--- config.mk ---
export PLATFORM = sky130hd
export DESIGN_NAME = ccs_supervision
export DESIGN_NICKNAME = d
export VERILOG_FILES = /design/src/include/ccs_pkg.sv /design/src/design/ccs_avg.sv /design/src/design/ccs_supervision.sv
export SDC_FILE = /design/constraint.sdc
export NUM_CORES = 2
export LEC_CHECK = 0
export ABC_AREA = 0
export BUFFER_PORTS_ARGS = -buffer_cell sky130_fd_sc_hd__buf_4
export CAP_MARGIN = 20
export CORE_ASPECT_RATIO = 0.75
export CORE_MARGIN = 2
export CORE_UTILIZATION = 50
export DETAILED_ROUTE_END_ITERATION = 8
export GPL_TIMING_DRIVEN = 0
export PLACE_DENSITY = 0.72
export RECOVER_POWER = 50
export SYNTH_ARGS = -nofsm -noshare
export SYNTH_HDL_FRONTEND = slang
export SYNTH_SLANG_ARGS = --single-unit
--- constraint.sdc ---
create_clock -name CLK -period 67.9 [get_ports CLK]
set_input_delay 6.79 -clock CLK [delete_from_list [all_inputs] [get_ports CLK]]
set_output_delay 6.79 -clock CLK [all_outputs]
set_load 0.01 [all_outputs]
--- src/include/ccs_pkg.sv ---
// Purpose: shared constants and types of the current transformer circuit supervision block
// Assumes: currents in units of 0.01 x nominal, ratios in units of 0.01 percent
// Notes:   setting defaults are the reset values of all eight setting groups
package ccs_pkg;
	localparam int CCS_MAG_W    = 16;
	localparam int CCS_SET_W    = 16;
	localparam int CCS_GROUPS   = 8;
	localparam int CCS_GRP_W    = 3;
	localparam int CCS_FIELDS   = 6;
	localparam int CCS_FLD_W    = 3;
	localparam int CCS_PHASES   = 3;
	localparam int CCS_CNT_W    = 16;
	localparam int CCS_TS_W     = 32;
	localparam int CCS_SUM_W    = 19;

	// field index within one setting group
	localparam logic [CCS_FLD_W-1:0] CCS_FLD_UPPER = 3'h0;
	localparam logic [CCS_FLD_W-1:0] CCS_FLD_LOWER = 3'h1;
	localparam logic [CCS_FLD_W-1:0] CCS_FLD_MINMAX = 3'h2;
	localparam logic [CCS_FLD_W-1:0] CCS_FLD_SEQ   = 3'h3;
	localparam logic [CCS_FLD_W-1:0] CCS_FLD_SUM   = 3'h4;
	localparam logic [CCS_FLD_W-1:0] CCS_FLD_DELAY = 3'h5;

	localparam logic [CCS_SET_W-1:0] CCS_DEF_UPPER  = 16'h0078;
	localparam logic [CCS_SET_W-1:0] CCS_DEF_LOWER  = 16'h000a;
	localparam logic [CCS_SET_W-1:0] CCS_DEF_MINMAX = 16'h03e8;
	localparam logic [CCS_SET_W-1:0] CCS_DEF_SEQ    = 16'h1324;
	localparam logic [CCS_SET_W-1:0] CCS_DEF_SUM    = 16'h000a;
	localparam logic [CCS_SET_W-1:0] CCS_DEF_DELAY  = 16'h0064;

	localparam logic [1:0] CCS_RES_NONE = 2'h0;
	localparam logic [1:0] CCS_RES_A    = 2'h1;
	localparam logic [1:0] CCS_RES_B    = 2'h2;

	localparam logic [31:0] CCS_HYST_PCT  = 32'h0000_0064;
	localparam logic [31:0] CCS_HYST_LO   = 32'h0000_0061;
	localparam logic [31:0] CCS_HYST_HI   = 32'h0000_0067;
	localparam logic [31:0] CCS_RATIO_FULL = 32'h0000_2710;

	localparam int CCS_CLK_PERIOD_NS  = 5;
	localparam int CCS_MS_NS          = 1000000;
	localparam int CCS_CYC_PER_MS     = CCS_MS_NS / CCS_CLK_PERIOD_NS;
	localparam int CCS_MEAS_PERIOD_MS = 5;
	localparam int CCS_PREFAULT_MS    = 20;
	localparam int CCS_PREFAULT_N     = CCS_PREFAULT_MS / CCS_MEAS_PERIOD_MS;
	localparam int CCS_PREFAULT_SHIFT = 2;

	typedef enum logic [1:0] {
		CCS_IDLE   = 2'b00,
		CCS_TIMING = 2'b01,
		CCS_ALARM  = 2'b11
	} ccs_state_t;
endpackage

--- src/design/ccs_avg.sv ---
// Purpose: sliding average over the last four measurement samples of one channel
// Assumes: sample_valid pulses once per measurement update
// Notes:   history is zero after reset, so the first 20 ms average reads low
`timescale 1ns/1ps
module ccs_avg (
	input  wire logic                           clk,
	input  wire logic                           rst_n,
	input  wire logic                           sample_valid,
	input  wire logic [ccs_pkg::CCS_MAG_W-1:0]  sample,
	output logic      [ccs_pkg::CCS_MAG_W-1:0]  avg
);
	import ccs_pkg::*;

	logic [CCS_MAG_W-1:0] hist_reg [CCS_PREFAULT_N];
	logic [CCS_MAG_W+CCS_PREFAULT_SHIFT-1:0] sum;

	genvar gi;
	generate
		for (gi = 0; gi < CCS_PREFAULT_N; gi++) begin : g_hist
			always_ff @(posedge clk or negedge rst_n) begin
				if (!rst_n) begin
					hist_reg[gi] <= '0;
				end else if (sample_valid) begin
					hist_reg[gi] <= (gi == 0) ? sample : hist_reg[(gi == 0) ? 0 : gi-1];
				end
			end
		end
	endgenerate

	always_comb begin
		sum = '0;
		for (int i = 0; i < CCS_PREFAULT_N; i++) begin
			sum = sum + (CCS_MAG_W+CCS_PREFAULT_SHIFT)'(hist_reg[i]);
		end
	end

	assign avg = sum[CCS_MAG_W+CCS_PREFAULT_SHIFT-1:CCS_PREFAULT_SHIFT];
endmodule

--- src/design/ccs_supervision.sv ---
// Purpose: current transformer secondary circuit supervision, alarm, blocking, events, counters
// Assumes: measurement ports and MEAS_VALID come from logic on CLK; BLOCK_IN, GROUP_SEL are pins
// Notes:   comparator flags update only on MEAS_VALID; timing runs on a 1 ms tick
//
// Contract
// - alarm only while no phase current is above the upper threshold
// - at least one phase current above the lower threshold
// - at least one phase current below the lower threshold at once
// - min over max phase ratio must be below the ratio setting
// - negative over positive sequence ratio must exceed its setting
// - with residual in use, phase sum with residual must exceed sum threshold
// - alarm only after all conditions held continuously for the alarm delay
// - eight setting groups, one common group selection
// - blocking, group and settings may change while supervision keeps running
// - alarm and blocked outputs; timestamped event on each edge, 1 ms resolution
// - cumulative alarm and blocked counters, cleared by a reset command
// - residual channel selectable as none, input a or input b
// - pre-fault value is a 20 ms average ending at the start event
// - current comparisons release at 97 or 103 percent of the threshold
// - polarity setting adds or subtracts residual from the phase sum
`timescale 1ns/1ps
module ccs_supervision #(
	parameter int CYC_PER_MS = ccs_pkg::CCS_CYC_PER_MS
) (
	input  wire logic                           CLK,
	input  wire logic                           RST_N,
	input  wire logic                           MEAS_VALID,
	input  wire logic [ccs_pkg::CCS_MAG_W-1:0]  PHASE_A_RMS,
	input  wire logic [ccs_pkg::CCS_MAG_W-1:0]  PHASE_B_RMS,
	input  wire logic [ccs_pkg::CCS_MAG_W-1:0]  PHASE_C_RMS,
	input  wire logic [ccs_pkg::CCS_MAG_W-1:0]  RESIDUAL_A_RMS,
	input  wire logic [ccs_pkg::CCS_MAG_W-1:0]  RESIDUAL_B_RMS,
	input  wire logic [ccs_pkg::CCS_MAG_W-1:0]  POSITIVE_SEQUENCE_CURRENT,
	input  wire logic [ccs_pkg::CCS_MAG_W-1:0]  NEGATIVE_SEQUENCE_CURRENT,
	input  wire logic                           BLOCK_IN,
	input  wire logic [ccs_pkg::CCS_GRP_W-1:0]  GROUP_SEL,
	input  wire logic [1:0]                     RESIDUAL_SELECT,
	input  wire logic                           RESIDUAL_POLARITY,
	input  wire logic                           CFG_WE,
	input  wire logic [ccs_pkg::CCS_GRP_W-1:0]  CFG_GROUP,
	input  wire logic [ccs_pkg::CCS_FLD_W-1:0]  CFG_FIELD,
	input  wire logic [ccs_pkg::CCS_SET_W-1:0]  CFG_DATA,
	input  wire logic                           CNT_CLEAR,
	output logic                                ALARM,
	output logic                                BLOCKED,
	output logic                                EVT_VALID,
	output logic [1:0]                          EVT_SOURCE,
	output logic [1:0]                          EVT_LEVEL,
	output logic [ccs_pkg::CCS_TS_W-1:0]        EVT_TIME,
	output logic [ccs_pkg::CCS_CNT_W-1:0]       ALARM_COUNT,
	output logic [ccs_pkg::CCS_CNT_W-1:0]       BLOCKED_COUNT,
	output logic [ccs_pkg::CCS_MAG_W-1:0]       PREFAULT_A,
	output logic [ccs_pkg::CCS_MAG_W-1:0]       PREFAULT_B,
	output logic [ccs_pkg::CCS_MAG_W-1:0]       PREFAULT_C
);
	import ccs_pkg::*;

	////////////////////////////////////////////////////////////////////////////////
	// reset release and pin synchronisers
	logic                 rst_meta_reg;
	logic                 rst_n;
	logic                 block_meta_reg;
	logic                 block_reg;
	logic [CCS_GRP_W-1:0] grp_meta_reg;
	logic [CCS_GRP_W-1:0] grp_reg;

	always_ff @(posedge CLK or negedge RST_N) begin
		if (!RST_N) begin
			rst_meta_reg <= 1'b0;
			rst_n        <= 1'b0;
		end else begin
			rst_meta_reg <= 1'b1;
			rst_n        <= rst_meta_reg;
		end
	end

	always_ff @(posedge CLK or negedge rst_n) begin
		if (!rst_n) begin
			block_meta_reg <= 1'b0;
			block_reg      <= 1'b0;
			grp_meta_reg   <= '0;
			grp_reg        <= '0;
		end else begin
			block_meta_reg <= BLOCK_IN;
			block_reg      <= block_meta_reg;
			grp_meta_reg   <= GROUP_SEL;
			grp_reg        <= grp_meta_reg;
		end
	end

	////////////////////////////////////////////////////////////////////////////////
	// setting groups, writable at any time without stopping supervision
	logic [CCS_SET_W-1:0] set_reg [CCS_GROUPS][CCS_FIELDS];
	logic [CCS_SET_W-1:0] def_val [CCS_FIELDS];

	assign def_val = '{CCS_DEF_UPPER, CCS_DEF_LOWER, CCS_DEF_MINMAX,
	                   CCS_DEF_SEQ, CCS_DEF_SUM, CCS_DEF_DELAY};

	always_ff @(posedge CLK or negedge rst_n) begin
		if (!rst_n) begin
			for (int g = 0; g < CCS_GROUPS; g++) begin
				set_reg[g] <= '{CCS_DEF_UPPER, CCS_DEF_LOWER, CCS_DEF_MINMAX,
				                CCS_DEF_SEQ, CCS_DEF_SUM, CCS_DEF_DELAY};
			end
		end else if (CFG_WE && (32'(CFG_FIELD) < CCS_FIELDS)) begin
			set_reg[CFG_GROUP][CFG_FIELD] <= CFG_DATA;
		end
	end

	// one common selection picks the active group
	wire [CCS_SET_W-1:0] upper_th  = set_reg[grp_reg][CCS_FLD_UPPER];
	wire [CCS_SET_W-1:0] lower_th  = set_reg[grp_reg][CCS_FLD_LOWER];
	wire [CCS_SET_W-1:0] minmax_th = set_reg[grp_reg][CCS_FLD_MINMAX];
	wire [CCS_SET_W-1:0] seq_th    = set_reg[grp_reg][CCS_FLD_SEQ];
	wire [CCS_SET_W-1:0] sum_th    = set_reg[grp_reg][CCS_FLD_SUM];
	wire [CCS_SET_W-1:0] delay_ms  = set_reg[grp_reg][CCS_FLD_DELAY];

	////////////////////////////////////////////////////////////////////////////////
	// per-phase comparators with hysteresis, and pre-fault averages
	logic [CCS_MAG_W-1:0] ph       [CCS_PHASES];
	logic [CCS_MAG_W-1:0] ph_avg   [CCS_PHASES];
	logic [CCS_PHASES-1:0] hi_reg;
	logic [CCS_PHASES-1:0] lo_abv_reg;
	logic [CCS_PHASES-1:0] lo_blw_reg;

	assign ph[0] = PHASE_A_RMS;
	assign ph[1] = PHASE_B_RMS;
	assign ph[2] = PHASE_C_RMS;

	wire [31:0] up_rel  = 32'(upper_th) * CCS_HYST_LO;
	wire [31:0] lo_rel  = 32'(lower_th) * CCS_HYST_LO;
	wire [31:0] lo_relh = 32'(lower_th) * CCS_HYST_HI;

	genvar gi;
	generate
		for (gi = 0; gi < CCS_PHASES; gi++) begin : g_phase
			wire [31:0] m_pct = 32'(ph[gi]) * CCS_HYST_PCT;
			wire hi_nx  = hi_reg[gi] ? !(m_pct < up_rel) : (ph[gi] > upper_th);
			wire abv_nx = lo_abv_reg[gi] ? !(m_pct < lo_rel) : (ph[gi] > lower_th);
			wire blw_nx = lo_blw_reg[gi] ? !(m_pct > lo_relh) : (ph[gi] < lower_th);

			always_ff @(posedge CLK or negedge rst_n) begin
				if (!rst_n) begin
					hi_reg[gi]     <= 1'b0;
					lo_abv_reg[gi] <= 1'b0;
					lo_blw_reg[gi] <= 1'b0;
				end else if (MEAS_VALID) begin
					hi_reg[gi]     <= hi_nx;
					lo_abv_reg[gi] <= abv_nx;
					lo_blw_reg[gi] <= blw_nx;
				end
			end

			ccs_avg u_avg (
				.clk          (CLK),
				.rst_n        (rst_n),
				.sample_valid (MEAS_VALID),
				.sample       (ph[gi]),
				.avg          (ph_avg[gi])
			);
		end
	endgenerate

	////////////////////////////////////////////////////////////////////////////////
	// ratio and sum conditions
	wire [CCS_MAG_W-1:0] ph_min_ab = (ph[0] < ph[1]) ? ph[0] : ph[1];
	wire [CCS_MAG_W-1:0] ph_max_ab = (ph[0] > ph[1]) ? ph[0] : ph[1];
	wire [CCS_MAG_W-1:0] ph_min    = (ph[2] < ph_min_ab) ? ph[2] : ph_min_ab;
	wire [CCS_MAG_W-1:0] ph_max    = (ph[2] > ph_max_ab) ? ph[2] : ph_max_ab;

	// cross-multiplied to avoid a divider; an all-zero max never counts as low ratio
	wire minmax_nx = (ph_max != '0) &&
	                 ((32'(ph_min) * CCS_RATIO_FULL) < (32'(minmax_th) * 32'(ph_max)));
	wire seq_nx    = (32'(NEGATIVE_SEQUENCE_CURRENT) * CCS_RATIO_FULL) >
	                 (32'(seq_th) * 32'(POSITIVE_SEQUENCE_CURRENT));

	wire res_used = (RESIDUAL_SELECT == CCS_RES_A) || (RESIDUAL_SELECT == CCS_RES_B);
	wire [CCS_MAG_W-1:0] res_mag = (RESIDUAL_SELECT == CCS_RES_B) ? RESIDUAL_B_RMS :
	                                                                 RESIDUAL_A_RMS;
	wire signed [CCS_SUM_W-1:0] ph_sum = CCS_SUM_W'(ph[0]) + CCS_SUM_W'(ph[1]) + CCS_SUM_W'(ph[2]);
	wire signed [CCS_SUM_W-1:0] tot    = RESIDUAL_POLARITY ? (ph_sum - CCS_SUM_W'(res_mag)) :
	                                                         (ph_sum + CCS_SUM_W'(res_mag));
	wire [CCS_SUM_W-1:0] tot_abs = tot[CCS_SUM_W-1] ? CCS_SUM_W'(-tot) : CCS_SUM_W'(tot);
	wire [31:0] tot_pct = 32'(tot_abs) * CCS_HYST_PCT;
	wire [31:0] sum_rel = 32'(sum_th) * CCS_HYST_LO;

	logic minmax_reg;
	logic seq_reg;
	logic sum_reg;
	wire  sum_nx = sum_reg ? !(tot_pct < sum_rel) : (32'(tot_abs) > 32'(sum_th));

	always_ff @(posedge CLK or negedge rst_n) begin
		if (!rst_n) begin
			minmax_reg <= 1'b0;
			seq_reg    <= 1'b0;
			sum_reg    <= 1'b0;
		end else if (MEAS_VALID) begin
			minmax_reg <= minmax_nx;
			seq_reg    <= seq_nx;
			sum_reg    <= sum_nx;
		end
	end

	wire cond_all = ~|hi_reg &
	                |lo_abv_reg &
	                |lo_blw_reg &
	                minmax_reg & seq_reg &
	                (!res_used | sum_reg);

	////////////////////////////////////////////////////////////////////////////////
	// millisecond tick, timestamp and alarm delay
	logic [31:0]         div_reg;
	logic [CCS_TS_W-1:0] ts_reg;
	wire                 ms_tick = (div_reg == 32'(CYC_PER_MS - 1));

	always_ff @(posedge CLK or negedge rst_n) begin
		if (!rst_n) begin
			div_reg <= '0;
			ts_reg  <= '0;
		end else begin
			div_reg <= ms_tick ? '0 : div_reg + 32'h0000_0001;
			ts_reg  <= ms_tick ? ts_reg + 32'h0000_0001 : ts_reg;
		end
	end

	ccs_state_t          state_reg;
	ccs_state_t          state_next;
	logic [CCS_SET_W-1:0] dly_reg;
	logic [CCS_SET_W-1:0] dly_next;
	wire                  dly_done = (dly_reg >= delay_ms);

	always_comb begin
		state_next = state_reg;
		dly_next   = dly_reg;
		unique case (state_reg)
			CCS_IDLE: begin
				dly_next = '0;
				if (cond_all) begin
					state_next = CCS_TIMING;
				end
			end
			CCS_TIMING: begin
				if (!cond_all) begin
					state_next = CCS_IDLE;
					dly_next   = '0;
				end else if (dly_done) begin
					state_next = CCS_ALARM;
				end else if (ms_tick) begin
					dly_next = dly_reg + 16'h0001;
				end
			end
			CCS_ALARM: begin
				if (!cond_all) begin
					state_next = CCS_IDLE;
					dly_next   = '0;
				end
			end
			default: begin
				state_next = CCS_IDLE;
				dly_next   = '0;
			end
		endcase
		if (block_reg) begin
			state_next = CCS_IDLE;
			dly_next   = '0;
		end
	end

	always_ff @(posedge CLK or negedge rst_n) begin
		if (!rst_n) begin
			state_reg <= CCS_IDLE;
			dly_reg   <= '0;
		end else begin
			state_reg <= state_next;
			dly_reg   <= dly_next;
		end
	end

	////////////////////////////////////////////////////////////////////////////////
	// outputs, events, counters, pre-fault capture
	wire alarm_next   = (state_next == CCS_ALARM);
	wire alarm_rise   = alarm_next & ~ALARM;
	wire blocked_rise = block_reg & ~BLOCKED;
	wire [1:0] chg    = {block_reg ^ BLOCKED, alarm_next ^ ALARM};

	always_ff @(posedge CLK or negedge rst_n) begin
		if (!rst_n) begin
			ALARM      <= 1'b0;
			BLOCKED    <= 1'b0;
			EVT_VALID  <= 1'b0;
			EVT_SOURCE <= '0;
			EVT_LEVEL  <= '0;
			EVT_TIME   <= '0;
		end else begin
			ALARM      <= alarm_next;
			BLOCKED    <= block_reg;
			EVT_VALID  <= |chg;
			EVT_SOURCE <= chg;
			EVT_LEVEL  <= {block_reg, alarm_next};
			EVT_TIME   <= ts_reg;
		end
	end

	// an edge in the clearing cycle still counts: the count restarts at one
	always_ff @(posedge CLK or negedge rst_n) begin
		if (!rst_n) begin
			ALARM_COUNT   <= '0;
			BLOCKED_COUNT <= '0;
		end else begin
			if (CNT_CLEAR) begin
				ALARM_COUNT <= alarm_rise ? 16'h0001 : '0;
			end else if (alarm_rise) begin
				ALARM_COUNT <= ALARM_COUNT + 16'h0001;
			end
			if (CNT_CLEAR) begin
				BLOCKED_COUNT <= blocked_rise ? 16'h0001 : '0;
			end else if (blocked_rise) begin
				BLOCKED_COUNT <= BLOCKED_COUNT + 16'h0001;
			end
		end
	end

	always_ff @(posedge CLK or negedge rst_n) begin
		if (!rst_n) begin
			PREFAULT_A <= '0;
			PREFAULT_B <= '0;
			PREFAULT_C <= '0;
		end else if (alarm_rise) begin
			PREFAULT_A <= ph_avg[0];
			PREFAULT_B <= ph_avg[1];
			PREFAULT_C <= ph_avg[2];
		end
	end
endmodule

Yosys cells after proc, flatten, opt, wreduce, memory -nomap -nowiden
Index checks and enable logic that the tools add are counted.

operators by class
  bitwise operators = 15
  reductions and logical operators = 26
  equal/unequal tests = 9
  $lt $le $gt $ge = 33
  multiplexer cells = 44
  $mul = 12
  add/sub/neg operators = 19

operators by type and width
  operator                  number
  $bwmux W768               1
  $bmux W96 S3              1
  $demux W96 S3             1
  $mux W96                  3
  $mux W16                  15
  $lt A23 B23 Y1            6
  $gt A16 B16 Y1            8
  $add A18 B16 Y18          6
  $mul A16 B7 Y23 const B   4
  $lt A16 B16 Y1            5
  $gt A23 B23 Y1            3
  $add A16 B16 Y17          4
  $add A32 B1 Y32 const B   2
  $mul A16 B16 Y32          2
  $mul A16 B5 Y21 const B   3
  $mul A16 B10 Y26 const B  2
  $add A16 B1 Y16 const B   3
  $demux W16 S3             1
  $mux W19                  2
  $eq A32 B18 Y1 const B    1
  $gt A30 B32 Y1            1
  $lt A30 B32 Y1            1
  $mux W32                  1
  $pmux W16 S2              1
  32 further kinds          81

storage, ports and cells
  word-level logic and storage cells = 251
  bits of input ports = 146
  register bits after elaboration = 1183
  output and inout bits = 119

Depth between registers and ports, before layout
  depth in word-level cells = 14
  depth in mapped cells = 53
  mapped depth without buffers = 49

By module
Synthesis repeated with hierarchy kept, for this count alone.

second synthesis, totals
  cells, all modules = 9744
  area, all modules = 102455.8 sq um

by module, submodules not included
  module           cells an instance  times used  area each (sq um)  sequential area each (sq um)
  ccs_supervision  8466               1           90654.4            24968.9
  ccs_avg          426                3           3933.8             1601.5

Least setup slack after synthesis
No wires, ideal clock.

  kind = input -> register
  start point = input PHASE_B_RMS[15] in the netlist's numbering
  end point = register minmax_reg
  required time = 67766 ps
  path slack = 50299 ps
  stages = 49
  data arrival time = 17467 ps
  buffers on the path = 5
  setup time = 134 ps
  path through = inv_1 ha_1 nand3_1 or4_1 a21o_1 a31oi_1 buf_4 buf_6 mux2i_1 ha_1 nand4_1 nor4_1 a21boi_0 a2111o_1 nand2_1 clkbuf_1 clkbuf_1 a21o_1 (+13 left out) a211oi_1 o21bai_1 a21o_1 a21oi_1 a31oi_1 o41ai_1 o21a_1 o21bai_1 a21oi_1 xor2_1 ha_1 and4_1 and3_1 nand2_1 nor4_1 o31ai_1 a211oi_1 o31ai_1

on the way
  longest elaborated chain between the ends = 7
  elaborated cells between the ends (all ways) = 13
  classes of those cells = 2 x mul; 5 x order compare; 4 x mux; 2 x reduce/logical

RTL lines
  what                                                  line                                            text
  start, declared                                       ccs_supervision.sv:29                           input wire logic [ccs_pkg::CCS_MAG_W-1:0] PHASE_B_RMS,
  $lt A16 B16 Y1 or $gt A16 B16 Y1 (tied branches)      ccs_supervision.sv:166, ccs_supervision.sv:167
  $mux W16 (on tied branches)                           ccs_supervision.sv:166, ccs_supervision.sv:167
  $lt A16 B16 Y1 or $gt A16 B16 Y1 (tied branches)      ccs_supervision.sv:168, ccs_supervision.sv:169
  $mux W16 (on tied branches)                           ccs_supervision.sv:168, ccs_supervision.sv:169
  $mul A16 B10 Y26 or $mul A16 B16 Y32 (tied branches)  ccs_supervision.sv:173                          ((32'(ph_min) * CCS_RATIO_FULL) < (32'(minmax_th) * 32'(ph_max)));
  $lt A30 B32 Y1                                        ccs_supervision.sv:173
  $logic_and A1 B1 Y1 (*)                               ccs_supervision.sv:172                          wire minmax_nx = (ph_max != '0) &&
  end signal, assigned                                  ccs_supervision.sv:198                          minmax_reg <= minmax_nx;
  end, declared                                         ccs_supervision.sv:187                          logic minmax_reg;

Every way passes the cells marked *; elsewhere a longest branch is shown, timed or not.
A chain may end at the register's enable or synchronous reset.

Final worst setup path
Ends and elaborated chain as after synthesis.

==> impl_metrics.json <==
{
  "die_w_um": 527,
  "ys_types": 96,
  "synth_area_per_cell_um2": 10.9,
  "power_density_mw_per_mm2": 55.4,
  "crit_cells": 49,
  "cts_tree": "done",
  "ctsResizeCount": 0,
  "setup_viol": 0,
  "fin_tns_setup_ns": 0,
  "cts_htree_levels": 3,
  "dp_cells": 12300,
  "path_max_fanout": 10,
  "drtIter0Drc": 6530,
  "die_h_um": 396,
  "vias_per_cell": 5.92,
  "fp.dieArea_mm2": 0.208,
  "min_path_type": "reg2async",
  "drtPass1Iterations": 5,
  "final_cells": 12600,
  "finalHoldViolCount": 0,
  "worstSetupEndpointType": "register",
  "design.core.area_mm2": 0.203,
  "root_buffer": "clkbuf_16",
  "final_cell_mix": "ha_1, inv_1, mux2_2, dfrtp_1, fa_1",
  "clk_latency_ns": 0.80,
  "grt_max_degree": 76,
  "rsz0062_at_grt": "no",
  "maxCapViolCount": 20,
  "postCtsSetupRepairBufs": 0,
  "synth-edff-count": 0,
  "drcViolationCount": 0,
  "yosysWarnings": 0,
  "drive_gt1_frac": 0.196,
  "synth_ff_type": "dfrtp_1",
  "critPathBufInv": 10,
  "fin_crit_sh": 0.301,
  "mostFrequentLayoutCell": "ha_1",
  "grt_pass1_vias": 76300,
  "path_common_cell": "fa_1",
  "routabilityCongestion": 0.957,
  "grt_antenna_before_repair": 12,
  "cts_buffers": 118,
  "utilization": 0.552,
  "final_nets": 11900,
  "whs_ns": 0.326,
  "wire_per_inst_um": 23.9,
  "clk_pin_slew_ns": 0.06,
  "syn-num-nets": 11500,
  "syn-instance-count": 9372,
  "status": "finished with violations",
  "dr_wl_met3_um": 29700,
  "leakage_nw": 55.8,
  "slowest_delay_ns": 0.68,
  "cts_sinks": 1181,
  "path_class": "in2reg",
  "cts_buffer_depth": 3,
  "ys_ff_latch": 1181,
  "top_layer": "met5",
  "finalClockSkew_ns": 0.0873,
  "ctsHoldBuffers": 0,
  "grt_pass1_wl_um": 458000,
  "wirelength_um": 300000,
  "crit_required_ns": 68.44,
  "yosysSeqAreaShare": 0.291,
  "fmaxAchievable_mhz": 48.9,
  "grt.overflow.total": 0,
  "syn_area_mm2": 0.102,
  "critPathTopFamily": "compound AO/OA/AOI/OAI gates",
  "tightest_slew_ns": 3.94,
  "cp_slowest_cell": "a211oi_1",
  "critPathArrivalTime_ns": 20.99,
  "wl_met2_um": 130000,
  "met1Wirelength_um": 130000,
  "portBuffers": 245,
  "io_pins": 265,
  "min_period_ns": 20.45,
  "r2r_slack_ns": 50.65,
  "dpl.hpwl_um": 235000,
  "violations": "capacitance limit, slew limit",
  "vdd_drop_max_uv": 135,
  "drv_slew": 1208,
  "synth-async-reset-ratio": 1.00,
  "largest_reg_flops": 768,
  "ant_nets": 0,
  "syn_to_final_growth_pct": 9.39,
  "slew_headroom": -1.63,
  "grt.total_usage": 0.288,
  "fp-row-count": 143,
  "cp-start-kind": "input port",
  "r2r_cells": 6,
  "vias": 74500,
  "start_util": 0.504
}
==> kinds of logic after synthesis <==
| logic type | after synthesis | synth area share |
|---|---|---|
| adder cells (fa/ha/maj) | 2014 | 0.296 |
| AND/OR/NAND/NOR | 1777 | 0.0843 |
| buffers and inverters | 1548 | 0.0576 |
| multiplexers | 1337 | 0.166 |
| flip-flops | 1181 | 0.291 |
| AO/OA/AOI/OAI | 1131 | 0.0721 |
| XOR/XNOR | 383 | 0.0328 |
| other | 1 | 0.0000366 |
==> power breakdown <==
group	internal (mW)	leakage, nW	switching [mW]
clock network	0.367	1.93	0.301
registers	0.799	15.0	0.0563
logic	2.00	38.9	2.68
==> cells in the mapped netlist (57+ instances only) <==
master	number	area [µm²]
a21o_1	203	1520
a21oi_1	319	1600
and2_1	110	688
and3_1	57	357
clkbuf_1	270	1010
dfrtp_1	1005	25100
dfstp_2	176	4620
fa_1	679	13600
ha_1	1335	16700
inv_1	1231	4620
mux2_2	1006	11300
mux2i_1	138	1380
mux4_2	192	4320
nand2_1	563	2110
nand2b_1	66	413
nand3_1	130	651
nand4_1	101	632
nor2_1	384	1440
nor2b_1	101	632
nor3_1	98	490
o21a_1	57	428
o21ai_0	224	1120
xnor2_1	225	1970
xor2_1	157	1380
==> worst paths after layout <==
path	from	endpoint
worst max-delay path	PHASE_B_RMS[15]	minmax_reg$_DFFE_PN0P_
worst min-delay path	rst_n$_DFF_PN0_	set_reg[224]$_DFFE_PN0P_
worst max register to register	rst_n$_DFF_PN0_	EVT_TIME[20]$_DFF_PN0_
worst min register to register	rst_n$_DFF_PN0_	set_reg[224]$_DFFE_PN0P_
max in group asynchronous	rst_n$_DFF_PN0_	EVT_TIME[20]$_DFF_PN0_
min in group CLK	grp_meta_reg[0]$_DFF_PN0_	grp_reg[0]$_DFF_PN0_
==> per-stage QoR <==
stage               area [µm²]  power (mW)  setup WS, ns
floorplan               102000        4.34         32.85
global placement        108000        5.27         20.67
detailed placement      108000        5.46         47.04
CTS                     112000        6.17         47.72
global route            112000        6.90         46.93
finish                  112000        6.21         47.45
==> metal layers <==
| metal | GRT usage | up-vias |
|---|---|---|
| met4 | 0.0876 | 10 |
| li1 | - | 33100 |
| met3 | 0.0764 | 547 |
| met2 | 0.438 | 2980 |
| met5 | 0 | - |
| met1 | 0.403 | 37800 |
==> final cells by class <==
class,instances,area [µm²]
sequential,1181,29800
tap,2682,3360
clock inverter,48,495
timing repair buffer,295,2270
buffer,317,1270
multi-input combinational,6643,66700
antenna,4,10.0
inverter,1231,4620
clock buffer,173,3450
fill,17000,91100
Power figures use the tool's default switching activity.
